**config.mk**
```make
export PLATFORM = sky130hd
export DESIGN_NAME = eoc_ctl
export DESIGN_NICKNAME = d
export VERILOG_FILES = /design/src/verilog/eoc_pkg.sv /design/src/verilog/eoc_sync.sv /design/src/verilog/eoc_ctl.sv
export SDC_FILE = /design/constraint.sdc
export NUM_CORES = 1
export LEC_CHECK = 0
export BUFFER_PORTS_ARGS = -buffer_cell sky130_fd_sc_hd__buf_2
export CELL_PAD_IN_SITES_DETAIL_PLACEMENT = 1
export CELL_PAD_IN_SITES_GLOBAL_PLACEMENT = 1
export CORE_ASPECT_RATIO = 0.75
export CORE_MARGIN = 2
export CORE_UTILIZATION = 36
export CTS_CLUSTER_SIZE = 28
export DETAILED_ROUTE_END_ITERATION = 16
export GPL_ROUTABILITY_DRIVEN = 0
export PLACE_DENSITY = 0.82
export SYNTH_ARGS = -nofsm -noshare
export SYNTH_HDL_FRONTEND = slang
export SYNTH_SLANG_ARGS = --single-unit
export TNS_END_PERCENT = 20
```
**constraint.sdc**
```tcl
create_clock -name clk -period 2.3 [get_ports clk]
set_input_delay 0.115 -clock clk [delete_from_list [all_inputs] [get_ports clk]]
set_output_delay 0.115 -clock clk [all_outputs]
set_load 0.05 [all_outputs]
```
**src/verilog/eoc_pkg.sv**
```systemverilog
// Package with register map, field layout, mode codes and timing for the oscillator control block
package eoc_pkg;
  // Special-function register decode
  localparam logic [7:0] EOC_CTL_ADDR = 8'h9f;
  localparam logic [7:0] EOC_CTL_PAGE = 8'h0f;
  localparam logic [7:0] EOC_CTL_RESET = 8'h00;
  // Field positions
  localparam int EOC_VALID_BIT = 7;
  localparam int EOC_MODE_MSB = 6;
  localparam int EOC_MODE_LSB = 4;
  localparam int EOC_UNUSED_BIT = 3;
  localparam int EOC_DRIVE_MSB = 2;
  localparam int EOC_DRIVE_LSB = 0;
  localparam logic [7:0] EOC_WRITE_MASK = 8'h77;
  // Mode select encodings
  typedef enum logic [2:0] {
    EOC_MODE_OFF = 3'h0,
    EOC_MODE_RSVD = 3'h1,
    EOC_MODE_CMOS = 3'h2,
    EOC_MODE_CMOS_DIV2 = 3'h3,
    EOC_MODE_RC = 3'h4,
    EOC_MODE_CAP = 3'h5,
    EOC_MODE_XTAL = 3'h6,
    EOC_MODE_XTAL_DIV2 = 3'h7
  } eoc_mode_t;
  localparam logic [2:0] EOC_DRIVE_RESET = 3'h0;
  // Count of stable-detector samples before the crystal is declared valid
  localparam int EOC_STABLE_CYCLES = 16;
  // Register bus request
  typedef struct packed {
    logic wr;
    logic rd;
    logic [7:0] addr;
    logic [7:0] page;
    logic [7:0] wdata;
  } eoc_sfr_req_t;
  // Drive settings handed to the analog oscillator
  typedef struct packed {
    logic enable;
    logic [2:0] mode;
    logic [2:0] drive;
    logic use_in_pin;
    logic use_out_pin;
  } eoc_osc_ctl_t;
endpackage

```
**src/verilog/eoc_sync.sv**
```systemverilog
// Two-flop synchroniser for the asynchronous amplitude detector level
`timescale 1ns/1ps
module eoc_sync
  import eoc_pkg::*;
(
  // Clock and reset
  input wire logic clk,
  input wire logic rst,
  // Level in and synchronised level out
  input wire logic din,
  output logic dout
);
  logic meta_reg;
  logic meta_next;
  logic sync_reg;
  logic sync_next;

  // Next values simply shift the level along
  always_comb
  begin
    meta_next = din;
    sync_next = meta_reg;
  end

  // First stage feeds only the second stage
  always_ff @(posedge clk or posedge rst)
  begin
    if (rst)
    begin
      meta_reg <= 1'b0;
      sync_reg <= 1'b0;
    end
    else
    begin
      meta_reg <= meta_next;
      sync_reg <= sync_next;
    end
  end

  assign dout = sync_reg;
endmodule

```
**src/verilog/eoc_ctl.sv**
```systemverilog
// External oscillator control register, crystal valid tracking and pin ownership
`timescale 1ns/1ps
module eoc_ctl
  import eoc_pkg::*;
(
  // Clock and reset
  input wire logic clk,
  input wire logic rst,
  // Special-function register bus
  input wire eoc_sfr_req_t sfr_req,
  output logic [7:0] sfr_rdata,
  output logic sfr_sel,
  // Amplitude detector from the analog oscillator, asynchronous
  input wire logic osc_amp_ok,
  // Controls to the analog oscillator and the port pins
  output eoc_osc_ctl_t osc_ctl,
  output logic crystal_valid_flag
);
  typedef enum logic [2:0] {
    EOC_ST_IDLE = 3'b001,
    EOC_ST_SETTLE = 3'b010,
    EOC_ST_VALID = 3'b100
  } eoc_state_t;

  logic [2:0] mode_reg;
  logic [2:0] mode_next;
  logic [2:0] drive_reg;
  logic [2:0] drive_next;
  eoc_state_t state_reg;
  eoc_state_t state_next;
  logic [4:0] stab_cnt_reg;
  logic [4:0] stab_cnt_next;
  logic amp_ok_sync;
  logic hit;
  logic xtal_mode;
  eoc_osc_ctl_t osc_ctl_next;
  logic valid_reg;
  logic valid_next;
  logic [7:0] image_reg;
  logic [7:0] image_next;

  // Crystal modes are the codes beginning with binary 11
  function automatic logic is_xtal(input logic [2:0] m);
    is_xtal = (m[2:1] == 2'b11);
  endfunction

  // Amplitude detector comes from the analog domain
  eoc_sync u_amp_sync (
    .clk(clk),
    .rst(rst),
    .din(osc_amp_ok),
    .dout(amp_ok_sync)
  );

  // Address and page decode
  assign hit = (sfr_req.addr == EOC_CTL_ADDR) && (sfr_req.page == EOC_CTL_PAGE);
  assign sfr_sel = hit;
  assign xtal_mode = is_xtal(mode_reg);

  // Writable fields; bit 7 and bit 3 never stored
  always_comb
  begin
    mode_next = mode_reg;
    drive_next = drive_reg;
    if (sfr_req.wr && hit)
    begin
      mode_next = sfr_req.wdata[EOC_MODE_MSB:EOC_MODE_LSB];
      drive_next = sfr_req.wdata[EOC_DRIVE_MSB:EOC_DRIVE_LSB];
    end
  end

  // Crystal stability tracking; any mode change restarts settling
  always_comb
  begin
    state_next = state_reg;
    stab_cnt_next = stab_cnt_reg;
    case (state_reg)
      EOC_ST_IDLE:
      begin
        stab_cnt_next = 5'h00;
        if (xtal_mode)
          state_next = EOC_ST_SETTLE;
      end
      EOC_ST_SETTLE:
      begin
        if (!xtal_mode)
          state_next = EOC_ST_IDLE;
        else if (!amp_ok_sync)
          stab_cnt_next = 5'h00;
        else if (stab_cnt_reg == 5'(EOC_STABLE_CYCLES - 1))
          state_next = EOC_ST_VALID;
        else
          stab_cnt_next = stab_cnt_reg + 5'h01;
      end
      EOC_ST_VALID:
      begin
        // Losing amplitude drops the flag; safer than a stale valid
        if (!xtal_mode || !amp_ok_sync)
          state_next = EOC_ST_IDLE;
      end
      default:
        state_next = EOC_ST_IDLE;
    endcase
    if (mode_next != mode_reg)
      state_next = EOC_ST_IDLE;
  end

  // Oscillator and pin controls, registered so they never glitch
  always_comb
  begin
    osc_ctl_next.enable = (mode_reg != EOC_MODE_OFF) && (mode_reg != EOC_MODE_RSVD);
    osc_ctl_next.mode = mode_reg;
    osc_ctl_next.drive = drive_reg;
    osc_ctl_next.use_in_pin = xtal_mode;
    osc_ctl_next.use_out_pin = osc_ctl_next.enable;
  end

  // Valid flag and read image come from next values, so both registers
  // change on the same edge as the mode and state they describe
  always_comb
  begin
    valid_next = (state_next == EOC_ST_VALID) && is_xtal(mode_next);
    image_next = 8'h00;
    image_next[EOC_VALID_BIT] = valid_next;
    image_next[EOC_MODE_MSB:EOC_MODE_LSB] = mode_next;
    image_next[EOC_UNUSED_BIT] = 1'b0;
    image_next[EOC_DRIVE_MSB:EOC_DRIVE_LSB] = drive_next;
  end

  // Register fields; reset leaves the oscillator circuit off
  always_ff @(posedge clk or posedge rst)
  begin
    if (rst)
    begin
      mode_reg <= EOC_CTL_RESET[EOC_MODE_MSB:EOC_MODE_LSB];
      drive_reg <= EOC_CTL_RESET[EOC_DRIVE_MSB:EOC_DRIVE_LSB];
    end
    else
    begin
      mode_reg <= mode_next;
      drive_reg <= drive_next;
    end
  end

  // Stability tracker; the count clears with the state so a reset
  // in mid-settle can never leave a partial count behind
  always_ff @(posedge clk or posedge rst)
  begin
    if (rst)
    begin
      state_reg <= EOC_ST_IDLE;
      stab_cnt_reg <= 5'h00;
    end
    else
    begin
      state_reg <= state_next;
      stab_cnt_reg <= stab_cnt_next;
    end
  end

  // Oscillator and pin controls; one cycle behind the register
  always_ff @(posedge clk or posedge rst)
  begin
    if (rst)
    begin
      osc_ctl <= '0;
    end
    else
    begin
      osc_ctl <= osc_ctl_next;
    end
  end

  // Valid flag and read image flops
  always_ff @(posedge clk or posedge rst)
  begin
    if (rst)
    begin
      valid_reg <= EOC_CTL_RESET[EOC_VALID_BIT];
      image_reg <= EOC_CTL_RESET;
    end
    else
    begin
      valid_reg <= valid_next;
      image_reg <= image_next;
    end
  end

  assign crystal_valid_flag = valid_reg;

  // Read data: a flop image gated by the decode
  // Zero when unaddressed, so the core may OR all register sources together
  always_comb
  begin
    sfr_rdata = 8'h00;
    if (hit)
      sfr_rdata = image_reg;
  end
endmodule

```
**Word-level counts from Yosys, hierarchy flattened**

Index checks and enable logic that the tools add are counted.

- $add $sub $neg: 1
- Equality and inequality tests: 13
- Muxes and demuxes: 14
- Reduce and logical (&&, ||, !) cells: 10

Operators with widths:

| operator | number |
|---|---|
| $mux 3 | 8 |
| $mux 5 | 3 |
| $pmux 5 s2 | 1 |
| $pmux 3 s3 | 1 |
| $eq 8x4->1 const B | 1 |
| $eq 8x8->1 const B | 1 |
| $mux 8 | 1 |
| $eq 3x3->1 const B | 2 |
| $add 5x1->5 const B | 1 |
| $eq 5x4->1 const B | 1 |
| $eq 2x2->1 const B | 2 |
| $logic_and 1x1->1 | 4 |
| $eq 3x1->1 const B | 1 |
| $eq 3x2->1 const B | 1 |
| $ne 3x1->1 const B | 1 |
| $ne 3x3->1 | 1 |
| $ne 3x3->1 const B | 1 |
| $reduce_and 3->1 | 1 |
| $reduce_bool 3->1 | 1 |
| $logic_not 1->1 | 2 |
| $ne 2x2->1 const B | 1 |
| $reduce_bool 2->1 | 1 |
| $logic_or 1x1->1 | 1 |

- Output and inout port bits: 19
- Register bits after elaboration: 32
- Word-level logic and storage cells: 50
- Bits of input ports: 29

**Depth between registers and ports, before layout**

Gate-level depths: netlist of run 1.

- Depth after elaboration: 8
- Mapped depth: 7
- Depth with buffers taken out: 7

**Modules after synthesis**

A second synthesis of run 1 with hierarchy kept.

- Cells, all modules: 96
- Area total of the unflattened synthesis: 1141.1 um^2

By module, submodules not included:

| module | times used | cells an instance | area each (um^2) |
|---|---|---|---|
| eoc_ctl | 1 | 93 | 1087.3 |
| eoc_sync | 1 | 3 | 53.8 |

**Worst setup path before layout of run 1**

No wires, ideal clock.

- Path kind: input port to flip-flop
- Start: input port sfr_req[13] in the netlist's numbering
- End: register drive_reg[0]
- Cell stages on the path: 4
- Setup slack: 159 ps
- Setup time: 125 ps
- Arrival time: 2016 ps
- Data required time: 2175 ps
- Path through: or4b_4 > nor4_4 > nand2_4 > mux2_4

- Cells in the longest elaborated chain, start to end: 4

RTL lines:

| item | line | RTL |
|---|---|---|
| from (decl) | eoc_ctl.sv:10 | `input wire eoc_sfr_req_t sfr_req,` |
| $eq 8x4->1 | eoc_ctl.sv:56 | `assign hit = (sfr_req.addr == EOC_CTL_ADDR) && (sfr_req.page == EOC_CTL_PAGE);` |
| $logic_and 1x1->1 | eoc_ctl.sv:56 |  |
| named net sfr_sel | eoc_ctl.sv:12 | `output logic sfr_sel,` |
| $logic_and 1x1->1 | eoc_ctl.sv:65 | `if (sfr_req.wr && hit)` |
| $mux 3 | eoc_ctl.sv:65 |  |
| to (signal assigned) | eoc_ctl.sv:136 | `drive_reg <= EOC_CTL_RESET[EOC_DRIVE_MSB:EOC_DRIVE_LSB];` |
| to (signal assigned) | eoc_ctl.sv:141 | `drive_reg <= drive_next;` |
| to (decl) | eoc_ctl.sv:27 | `logic [2:0] drive_reg;` |

The timed path passes the listed nets, and every way through them passes these cells.
A chain may end at the register's enable or synchronous reset.

**Worst setup path after layout of run 1**

- Start: register stab_cnt_reg[0]
- End: register stab_cnt_reg[4]

- Cells in the longest elaborated chain, start to end: 5
- Elaborated cells between the ends (all ways): 8
- Classes of those cells: 1 x add/sub; 2 x eq/ne; 4 x mux; 1 x reduce/logical

RTL lines:

| item | line | RTL |
|---|---|---|
| from (decl) | eoc_ctl.sv:31 | `logic [4:0] stab_cnt_reg;` |
| from (signal assigned) | eoc_ctl.sv:157 | `stab_cnt_reg <= stab_cnt_next;` |
| $add 5x1->5 | eoc_ctl.sv:93 | `stab_cnt_next = stab_cnt_reg + 5'h01;` |
| $mux 5 | eoc_ctl.sv:90 | `else if (stab_cnt_reg == 5'(EOC_STABLE_CYCLES - 1))` |
| $mux 5 | eoc_ctl.sv:88 | `else if (!amp_ok_sync)` |
| $mux 5 | eoc_ctl.sv:86 | `if (!xtal_mode)` |
| $pmux 5 s2 | eoc_ctl.sv:77 | `case (state_reg)` |

Several ways; a longest one is shown, not always the timed one. The select of a mux whose other input is x is not followed.

==> qor.csv, run 1 <==
stage,metric,value,unit
critical_path,critPathMaxFanout,5,
global_routing,grt-ovfl-total,0,
drt,via_per_inst,5.12,
logic_synthesis,ys_top_cells_by_area,"dfrtp_1 (51%), mux2_4 (7.7%), and2_2 (4.5%)",
clocking,clkTransAtPathRegs,0.09,ns
logic_synthesis,synth_flop_cell,dfrtp_1,
power_and_ir_drop,vdd_drop_max,0.294,mV
logic_synthesis,ys_seq_area_share,53.6,%
sta,final_max_slew_viol_count,0,
cells_and_area,layout_commonest_cell,buf_2,
clocking,cts-root-buf,clkbuf_8,
placement,hpwl,2.20,mm
global_routing,grt_pass1_vias,987,
cells_and_area,stdcell_area,1480,sq um
drt,drt_iter0_markers,58,
critical_path,crit_required,2.49,ns
critical_path,crit_arrival,2.30,ns
logic_synthesis,synth_top_cell_by_area,dfrtp_1,
power_and_ir_drop,p_leak,0.000811,uW
drt,drtPass1Iterations,4,
global_routing,grt_start_max_net_pins,26,
sta,finClkSkew,0.00708,ns
critical_path,worstSetupStartpointType,register,
placement,dpl_cell_area,1430,sq um
logic_synthesis,ys_ff_latch,25,
clocking,insertion_delay,0.27,ns
cells_and_area,drive_above_1_share,47.9,%
power_and_ir_drop,powerDensity,506,nW/um^2
worst_hold_path,worstHoldPathType,in2async,
logic_synthesis,postSynth.asyncResetShare,100,%
clocking,cts_made_buffers,3,
floorplanning,die_x,69.8,um
logic_synthesis,synth.distinct_cells,35,
logic_synthesis,syn_area,1170,sq um
critical_path,timing.rr.start,stab_cnt_reg[0],
critical_path,rrSetupSlack,0.19,ns
sta,tightest_slew,0.935,ns
run_status,status,completed,
sta,rsz0062_at_grt,false,
drt,vias,912,
logic_synthesis,postSynthAreaPerCell,12.6,sq um
critical_path,crit_start,stab_cnt_reg[0],
floorplanning,ios,48,
clocking,cts_resized,0,
sta,relSlewSlack,37.6,%
logic_synthesis,syn_inst,93,
sta,finalCriticalPeriod,2.11,ns
cells_and_area,largest_reg_flops,8,
placement,io_buffer_count,43,
floorplanning,fp.dieH,53.4,um
critical_path,endpoint_kind,register,
critical_path,worst-setup-path-type,reg2reg,
power_and_ir_drop,p_seq_share,58.9,%
power_and_ir_drop,switching_power,168,uW
logic_synthesis,synth_edf_count,0,
sta,hold_viol,0,
clocking,htreeDepth,1,
floorplanning,dieArea,3730,sq um
power_and_ir_drop,swShare,22.3,%
sta,setup-violations-final,0,
logic_synthesis,yosys_warnings,0,
sta,post-route-period-util,91.9,%
drt,routed_wl,2.87,mm
logic_synthesis,synth_nets,124,
global_routing,grt_pass1_wl,4.87,mm
power_and_ir_drop,fin_total_pwr,751,uW
drt,ant_nets,0,
flow_run,cap_viol_max_count,0,
clocking,clockBufferDepth,2,
logic_synthesis,synth_top_area_share,51.3,%
power_and_ir_drop,clkPwrFrac,35.5,%
clocking,numClockSinks,25,
sta,fin_setup_tns,0,ns
cells_and_area,finalNetCount,172,
global_routing,antenna_found_initial,0,
cells_and_area,n_antenna_cell,0,
floorplanning,core-area,3020,sq um
floorplanning,initial_core_util,38.7,%
floorplanning,rows,17,
cells_and_area,final_cell_mix,"buf_2 (43), dfrtp_1 (24), and2_2 (7)",
clocking,cts_tree,built,
drt,drc_errors,0,
power_and_ir_drop,pwr-share-comb,5.7,%
drt,wl_per_cell,16.1,um
power_and_ir_drop,power.internal,584,uW
cells_and_area,syn_to_final_growth,26.8,%
global_routing,track_usage,17.5,%
sta,timing.fmax,473,MHz
## timing repair
| action | 4_1_cts | 5_1_grt |
|---|---|---|
| buffers inserted | 0 | 0 |
| endpoints found under the hold margin | 1 | 0 |
| hold buffers | 1 | 0 |
## layer usage
metal	up-vias	wire [um]	global-route usage (%)
li1	421	-	-
met1	468	1180	19.3
met2	21	1560	34.0
met3	2	109	4.38
met4	0	27	4.81
met5	-	0	0
## kinds of logic after synthesis
| group | Yosys count | synth area share [%] |
|---|---|---|
| muxes | 10 | 11.1 |
| xor gates and xnor gates | 3 | 2.25 |
| DFF | 25 | 53.6 |
| other | 1 | 0.321 |
| buffers and inverters | 7 | 2.89 |
| and+or+nand+nor | 35 | 21.8 |
| adders and majority gates | 2 | 2.14 |
| AOI/OAI and AO/OA | 10 | 5.88 |
## Yosys cell counts, types with 3 or more instances
| master | instances |
|---|---|
| xor2_1 | 3 |
| mux2i_1 | 4 |
| nand2b_1 | 3 |
| nand2_1 | 5 |
| and2_2 | 7 |
| inv_1 | 5 |
| mux2_4 | 6 |
| dfrtp_1 | 24 |
| a21oi_1 | 3 |
## worst max-delay path, stage by stage (launching register included)
cell and delay, ns:
dfrtp_1 0.43, ha_1 0.24, and3_1 0.19, ha_1 0.22, nand2_1 0.11, nand4_1 0.11
a21oi_1 0.46, mux2i_1 0.27
## final timing paths
kind / to / cells after the start
hold reg to reg: u_amp_sync.dout / 0
hold / removal: osc_ctl[6] / 2
min in group clk: drive_reg[1] / 2
setup / recovery: stab_cnt_reg[4] / 7
max in group asynchronous: stab_cnt_reg[0] / 2
setup reg to reg: stab_cnt_reg[4] / 7
## final cells by class
cell class              instances  area [sq um]
well taps                      38          47.5
inverters                       5          18.8
fillers                       342          1540
multi-input cells              61           509
clock buffers                   3          41.3
flip-flops and latches         25           627
clock inverters                 1          7.51
repair buffers                 45           233
## metrics by stage
step | setup WS [ns] | hold slack, ns | std cells | utilization (%)
3_5_place_dp | 0.248 | 0.226 | 173 | 47.2
3_3_place_gp | 0.354 | 0.225 | 173 | 47.2
4_1_cts | 0.198 | 0.0674 | 178 | 49.1
5_1_grt | 0.0399 | 0.0667 | 178 | 49.1
6_report | 0.185 | 0.0328 | 178 | 49.1
2_1_floorplan | 0.159 | 0.142 | 93 | -
## power by group through the flow
stage	Combinational, uW	Sequential, uW	Clock, uW
3_3_place_gp	39.7	451	0
4_1_cts	43.5	442	267
2_1_floorplan	17.4	451	0
5_1_grt	47.8	443	284
6_report	42.5	442	267
3_5_place_dp	42.2	451	0
Note: power is estimated with default switching activity, not from simulation.
==> run 2: changes to the inputs <==
--- a/config.mk
+++ b/config.mk
@@ -10,12 +10,13 @@
 export CELL_PAD_IN_SITES_GLOBAL_PLACEMENT = 1
 export CORE_ASPECT_RATIO = 0.75
 export CORE_MARGIN = 2
-export CORE_UTILIZATION = 36
+export CORE_UTILIZATION = 35
 export CTS_CLUSTER_SIZE = 28
 export DETAILED_ROUTE_END_ITERATION = 16
 export GPL_ROUTABILITY_DRIVEN = 0
-export PLACE_DENSITY = 0.82
+export PLACE_DENSITY = 0.81
 export SYNTH_ARGS = -nofsm -noshare
 export SYNTH_HDL_FRONTEND = slang
+export SYNTH_HIERARCHICAL = 1
 export SYNTH_SLANG_ARGS = --single-unit
 export TNS_END_PERCENT = 20
==> run 2 against run 1 <==
Against the previous run:
- first-iteration DRC count fell by 57%
- synthesized cell count rose by 3.2%
- combinational power grew 3%
- hold slack better by 0.040 ns
- register-to-register slack better by 0.13 ns
- utilization down 0.95 points
- via count unchanged
- clock skew down 0.0056 ns
==> qor.csv, run 2 <==
stage,metric,value,unit
clocking,cts_made_buffers,3,
sta,fin_setup_tns,0,ns
cells_and_area,layout_commonest_cell,buf_2,
floorplanning,ios,48,
sta,finClkSkew,0.00152,ns
floorplanning,die_x,69.9,um
logic_synthesis,ys_ff_latch,25,
cells_and_area,drive_above_1_share,44.8,%
sta,rsz0062_at_grt,false,
drt,drc_errors,0,
global_routing,grt_start_max_net_pins,24,
drt,drt_iter0_markers,25,
drt,wl_per_cell,14.5,um
critical_path,endpoint_kind,register,
cells_and_area,largest_reg_flops,8,
logic_synthesis,synth.distinct_cells,36,
drt,via_per_inst,5.04,
clocking,htreeDepth,1,
clocking,clkTransAtPathRegs,0.08,ns
logic_synthesis,synthTopCellsByCount,"dfrtp_1 (24), and2_2 (7), inv_1 (7), mux2_2 (6), nand2_1 (5)",
logic_synthesis,postSynth.asyncResetShare,100,%
cells_and_area,finalNetCount,175,
power_and_ir_drop,p_leak,0.000787,uW
logic_synthesis,synth_top_cell_by_area,dfrtp_1,
sta,tightest_slew,0.879,ns
floorplanning,core-area,3020,sq um
sta,hold_viol,0,
floorplanning,fp.dieH,53.5,um
drt,wl_met1,1.17,mm
critical_path,worstSetupStartpointType,register,
global_routing,grt_pass1_vias,962,
floorplanning,rows,17,
clocking,clockBufferDepth,2,
logic_synthesis,ys_seq_area_share,54.9,%
cells_and_area,fin_util,48.2,%
sta,post-route-period-util,86.1,%
drt,ant_nets,0,
global_routing,antenna_found_initial,0,
clocking,cts_tree,built,
critical_path,critPathMaxFanout,6,
logic_synthesis,synth_nets,127,
logic_synthesis,yosys_warnings,6,
clocking,insertion_delay,0.27,ns
logic_synthesis,synth.most_common_cell,dfrtp_1,
critical_path,worst-setup-path-type,reg2reg,
flow_run,cap_viol_max_count,0,
sta,final_max_slew_viol_count,0,
power_and_ir_drop,vdd_drop_max,0.312,mV
logic_synthesis,synth_edf_count,0,
floorplanning,initial_core_util,37.8,%
logic_synthesis,syn_area,1140,sq um
logic_synthesis,ys_top_cells_by_area,"dfrtp_1 (53%), mux2_2 (5.9%), and2_2 (4.6%)",
run_status,status,completed,
critical_path,crit_required,2.51,ns
placement,io_buffer_count,43,
drt,drtPass1Iterations,4,
cells_and_area,syn_to_final_growth,27.5,%
worst_hold_path,worstHoldPathType,in2reg,
drt,routed_wl,2.62,mm
clocking,cts-root-buf,clkbuf_8,
cells_and_area,n_antenna_cell,0,
clocking,cts_setup_buffers,0,
floorplanning,dieArea,3740,sq um
cells_and_area,final_cell_mix,"buf_2 (43), dfrtp_1 (24), inv_1 (7), and2_2 (7), mux2_2 (6)",
sta,relSlewSlack,41.3,%
clocking,numClockSinks,25,
sta,setup-violations-final,0,
drt,wl_met2,1.34,mm
drt,vias,912,
logic_synthesis,synth_flop_cell,dfrtp_1,
drt,wl_met3,88,um
sta,timing.fmax,505,MHz
logic_synthesis,synth_top_area_share,52.6,%
logic_synthesis,postSynthAreaPerCell,11.9,sq um
critical_path,crit_arrival,2.19,ns
drt,top_layer_used,met4,
global_routing,grt_pass1_wl,4.55,mm
global_routing,grt-ovfl-total,0,
placement,hpwl,2.08,mm
logic_synthesis,syn_inst,96,
global_routing,track_usage,15.9,%
power_and_ir_drop,powerDensity,512,nW/um^2
sta,finalCriticalPeriod,1.98,ns
## run 2: cell types whose count changed in the layout (fill, tap and decap cells not counted), moves of 3 or more
cell	delta
mux2_2	+6
mux2_4	-6
mux2i_1	-3
o21a_1	+3
xor2_1	-3
## run 2: metal layers
layer,vias to the layer above,track usage [%]
met1,458,19.2
met2,18,29.0
met5,-,0
met4,0,3.85
li1,434,-
met3,2,3.62
## run 2: final timing paths
kind | slack [ns] | start | depth (start not counted) | end
worst min register to register | 0.36 | u_amp_sync/meta_reg | 0 | u_amp_sync/dout
min in group asynchronous | 0.24 | rst | 3 | u_amp_sync/meta_reg
worst max register to register | 0.32 | stab_cnt_reg[0] | 6 | state_reg[2]
worst min-delay path | 0.07 | sfr_req[1] | 2 | drive_reg[1]
max in group asynchronous | 1.18 | rst | 3 | stab_cnt_reg[3]
worst max-delay path | 0.32 | stab_cnt_reg[0] | 6 | state_reg[2]
## run 2: layout make-up
| class | count | area [sq um] |
|---|---|---|
| inverters | 7 | 26.3 |
| flip-flops and latches | 25 | 627 |
| multi-input cells | 62 | 474 |
| well taps | 38 | 47.5 |
| fillers | 360 | 1570 |
| repair buffers | 45 | 235 |
| clock buffers | 4 | 45.0 |
## run 2: per-stage QoR
step                      setup slack (ns)  instance area [sq um]  hold WS, ns  std cells  power [uW]
after floorplan                      0.216                   1140       -0.144         96         469
after global placement               0.348                   1390      -0.0266        175         491
after detailed placement             0.270                   1390      -0.0223        175         493
after CTS                            0.199                   1450       0.0674        181         753
after global routing                 0.110                   1460       0.0735        181         775
final                                0.320                   1460       0.0728        181         744
## run 2: cells by family (layout without fill, tap and decap cells)
logic type	Yosys count	in the layout	share of synthesized area [%]
AND/OR/NAND/NOR	36	36	22.6
flip-flops	25	25	54.9
AO/OA/AOI/OAI	15	15	8.77
buffers and inverters	9	56	3.62
multiplexers	7	7	6.80
adder cells (fa/ha/maj)	2	2	2.19
other	1	1	0.329
XOR/XNOR	1	1	0.768
## run 2: where the power goes
| group | leakage [uW] | switching (uW) | internal (uW) | total, uW |
|---|---|---|---|---|
| clock network | 0.0000228 | 135 | 124 | 258 |
| logic | 0.000423 | 22.5 | 21.1 | 43.7 |
| registers | 0.000341 | 1.23 | 441 | 442 |
## run 2: what timing repair did
item	in CTS	in global routing
endpoints found under the setup margin	0	1
hold endpoints to repair	3	0
resized for setup	0	1
hold buffers	2	0
## run 2: worst max-delay path: stages (launching register included)
cell       delay [ns]
dfrtp_1          0.41
ha_1             0.21
and3_1           0.18
ha_1             0.27
nand3b_1         0.12
a2111oi_1        0.54
o21a_1           0.19
==> run 3: changes to the inputs <==
--- a/config.mk
+++ b/config.mk
@@ -10,11 +10,11 @@
 export CELL_PAD_IN_SITES_GLOBAL_PLACEMENT = 1
 export CORE_ASPECT_RATIO = 0.75
 export CORE_MARGIN = 2
-export CORE_UTILIZATION = 35
+export CORE_UTILIZATION = 30
 export CTS_CLUSTER_SIZE = 28
 export DETAILED_ROUTE_END_ITERATION = 16
 export GPL_ROUTABILITY_DRIVEN = 0
-export PLACE_DENSITY = 0.81
+export PLACE_DENSITY = 0.75
 export SYNTH_ARGS = -nofsm -noshare
 export SYNTH_HDL_FRONTEND = slang
 export SYNTH_HIERARCHICAL = 1
==> constraint.sdc (replaced) <==
create_clock -name clk -period 1.7 [get_ports clk]
set_input_delay 0.085 -clock clk [delete_from_list [all_inputs] [get_ports clk]]
set_output_delay 0.085 -clock clk [all_outputs]
set_load 0.05 [all_outputs]
==> run 3 against run 2 <==
Against the previous run:
- sequential share of layout area down 3.1 points
- register-to-register slack worse by 0.28 ns
- wire length up 6.8%
- global-route usage down 1.3 points
- cell count up 13%
- critical path type unchanged
- highest routed layer unchanged
==> qor.csv, run 3 (synthesis results as in run 2) <==
stage,metric,value,unit
sta,hold_viol,0,
critical_path,worst-setup-path-type,reg2reg,
drt,vias,944,
critical_path,crit_required,1.91,ns
drt,ant_nets,0,
cells_and_area,fin_cells,204,
clocking,cts-root-buf,clkbuf_8,
global_routing,track_usage,14.5,%
cells_and_area,finalNetCount,184,
power_and_ir_drop,p_leak,0.000831,uW
sta,setup-violations-final,0,
cells_and_area,fin_util,42.9,%
critical_path,endpoint_kind,register,
drt,drc_errors,0,
cells_and_area,n_antenna_cell,0,
clocking,clockBufferDepth,2,
sta,setup_slack,0.0446,ns
placement,dpl_cell_area,1460,sq um
drt,routed_wl,2.80,mm
clocking,cts_tree,built,
worst_hold_path,hp-start,sfr_req[1],
cells_and_area,layout_commonest_cell,buf_2,
cells_and_area,final_cell_mix,"buf_2 (43), dfrtp_1 (24), buf_4 (9)",
global_routing,antenna_found_initial,0,
critical_path,slowest_delay,0.37,ns
placement,io_buffer_count,43,
global_routing,grt_start_max_net_pins,24,
clocking,insertion_delay,0.27,ns
cells_and_area,stdcell_area,1570,sq um
drt,wl_per_cell,13.7,um
critical_path,slowest_stage,dfrtp_1,
critical_path,crit_arrival,1.87,ns
sta,rsz0062_at_grt,true,
floorplanning,rows,19,
drt,via_per_inst,4.63,
critical_path,cp_cell_sequence,ha_2 > and3_4 > ha_4 > nand3b_1 > a2111oi_2 > buf_4 > o21a_1,
global_routing,grt_pass1_vias,1046,
critical_path,timing.rr.start,stab_cnt_reg[0],
power_and_ir_drop,fin_total_pwr,1020,uW
placement,dp_cells,196,
power_and_ir_drop,pwr-share-comb,6.1,%
floorplanning,core-area,3660,sq um
clocking,clkTransAtPathRegs,0.09,ns
drt,drtPass1Iterations,4,
cells_and_area,syn_to_final_growth,37.5,%
critical_path,crit_start,stab_cnt_reg[0],
floorplanning,initial_core_util,31.2,%
power_and_ir_drop,swShare,21.8,%
sta,final_max_slew_viol_count,0,
placement,hpwl,2.19,mm
power_and_ir_drop,switching_power,222,uW
floorplanning,ios,48,
floorplanning,die_x,75.2,um
power_and_ir_drop,power.internal,795,uW
placement,dp_slack,-0.129,ns
critical_path,cpLargestDelayFamily,compound AO/OA/AOI/OAI gates,
cells_and_area,seq_area,627,sq um
sta,timing.fmax,604,MHz
drt,drt_iter0_markers,16,
power_and_ir_drop,powerDensity,648,nW/um^2
clocking,numClockSinks,25,
flow_run,cap_viol_max_count,0,
cells_and_area,largest_reg_flops,8,
run_status,status,completed,
power_and_ir_drop,clkPwrFrac,35.0,%
sta,post-route-period-util,97.4,%
worst_hold_path,worstHoldPathType,in2reg,
clocking,cts_made_buffers,3,
power_and_ir_drop,vdd_drop_max,0.426,mV
critical_path,path_buf_inv,1,
critical_path,worstSetupStartpointType,register,
floorplanning,dieArea,4320,sq um
critical_path,critPathMaxFanout,6,
clocking,htreeDepth,1,
power_and_ir_drop,p_seq_share,58.9,%
global_routing,grt-ovfl-total,0,
global_routing,grt_pass1_wl,4.75,mm
cells_and_area,fillers,445,
cells_and_area,drive_above_1_share,51.3,%
floorplanning,fp.dieH,57.4,um
sta,finalCriticalPeriod,1.66,ns
sta,finClkSkew,0.00459,ns
cells_and_area,multi_input_area,503,sq um
run 3: changes by cell type in the layout (fill, tap and decap cells not counted):
cell | before | now
a2111oi_1 | 1 | 0
ha_4 | 0 | 1
a21oi_2 | 0 | 1
ha_2 | 0 | 1
and3_4 | 0 | 1
a2111oi_2 | 0 | 1
a21oi_1 | 4 | 3
and3_1 | 2 | 1
ha_1 | 2 | 0
buf_4 | 0 | 9
run 3: final timing paths:
check                                       to  cells after the start  slack (ns)
max                               state_reg[2]                      7        0.04
min                               drive_reg[1]                      2        0.04
max reg2reg                       state_reg[2]                      7        0.04
min reg2reg                    u_amp_sync/dout                      0        0.36
max in group asynchronous         state_reg[0]                      4        1.01
min in group asynchronous  u_amp_sync/meta_reg                      3        0.21
run 3: per-stage QoR:
| step | setup TNS (ns) | hold WS [ns] |
|---|---|---|
| 3_3_place_gp | -0.124 | -0.0563 |
| 4_1_cts | 0 | 0.0294 |
| 6_report | 0 | 0.0412 |
| 3_5_place_dp | -0.513 | -0.0498 |
| 5_1_grt | -0.144 | 0.0301 |
| 2_1_floorplan | -3.21 | -0.174 |
run 3: power by group through the flow:
| stage | clock, uW | combinational, uW | sequential [uW] |
|---|---|---|---|
| 2_1_floorplan | 0 | 24.7 | 610 |
| 3_3_place_gp | 0 | 56.7 | 610 |
| 3_5_place_dp | 0 | 60.5 | 610 |
| 4_1_cts | 373 | 64.4 | 598 |
| 5_1_grt | 398 | 70.3 | 599 |
| 6_report | 356 | 62.3 | 598 |
run 3: per-layer routing:
| metal | GRT usage [%] | vias up | wire [um] |
|---|---|---|---|
| li1 | - | 446 | - |
| met1 | 17.5 | 473 | 1210 |
| met2 | 25.6 | 20 | 1460 |
| met3 | 3.89 | 5 | 100 |
| met4 | 3.76 | 0 | 32 |
| met5 | 0 | - | 0 |
run 3: final cells by class:
class,instances,share of cell area (%)
flip-flops and latches,25,40.0
multi-input cells,62,32.1
repair buffers,54,19.3
well taps,52,4.15
clock buffers,4,2.87
inverters,7,1.67
run 3: timing repair:
item | 4_1_cts | 5_1_grt
endpoints found under the setup margin | 7 | 6
buffers inserted | 2 | 0
hold buffers | 2 | 0
resized for setup | 5 | 2
hold endpoints to repair | 25 | 0
pin swaps | 1 | 2
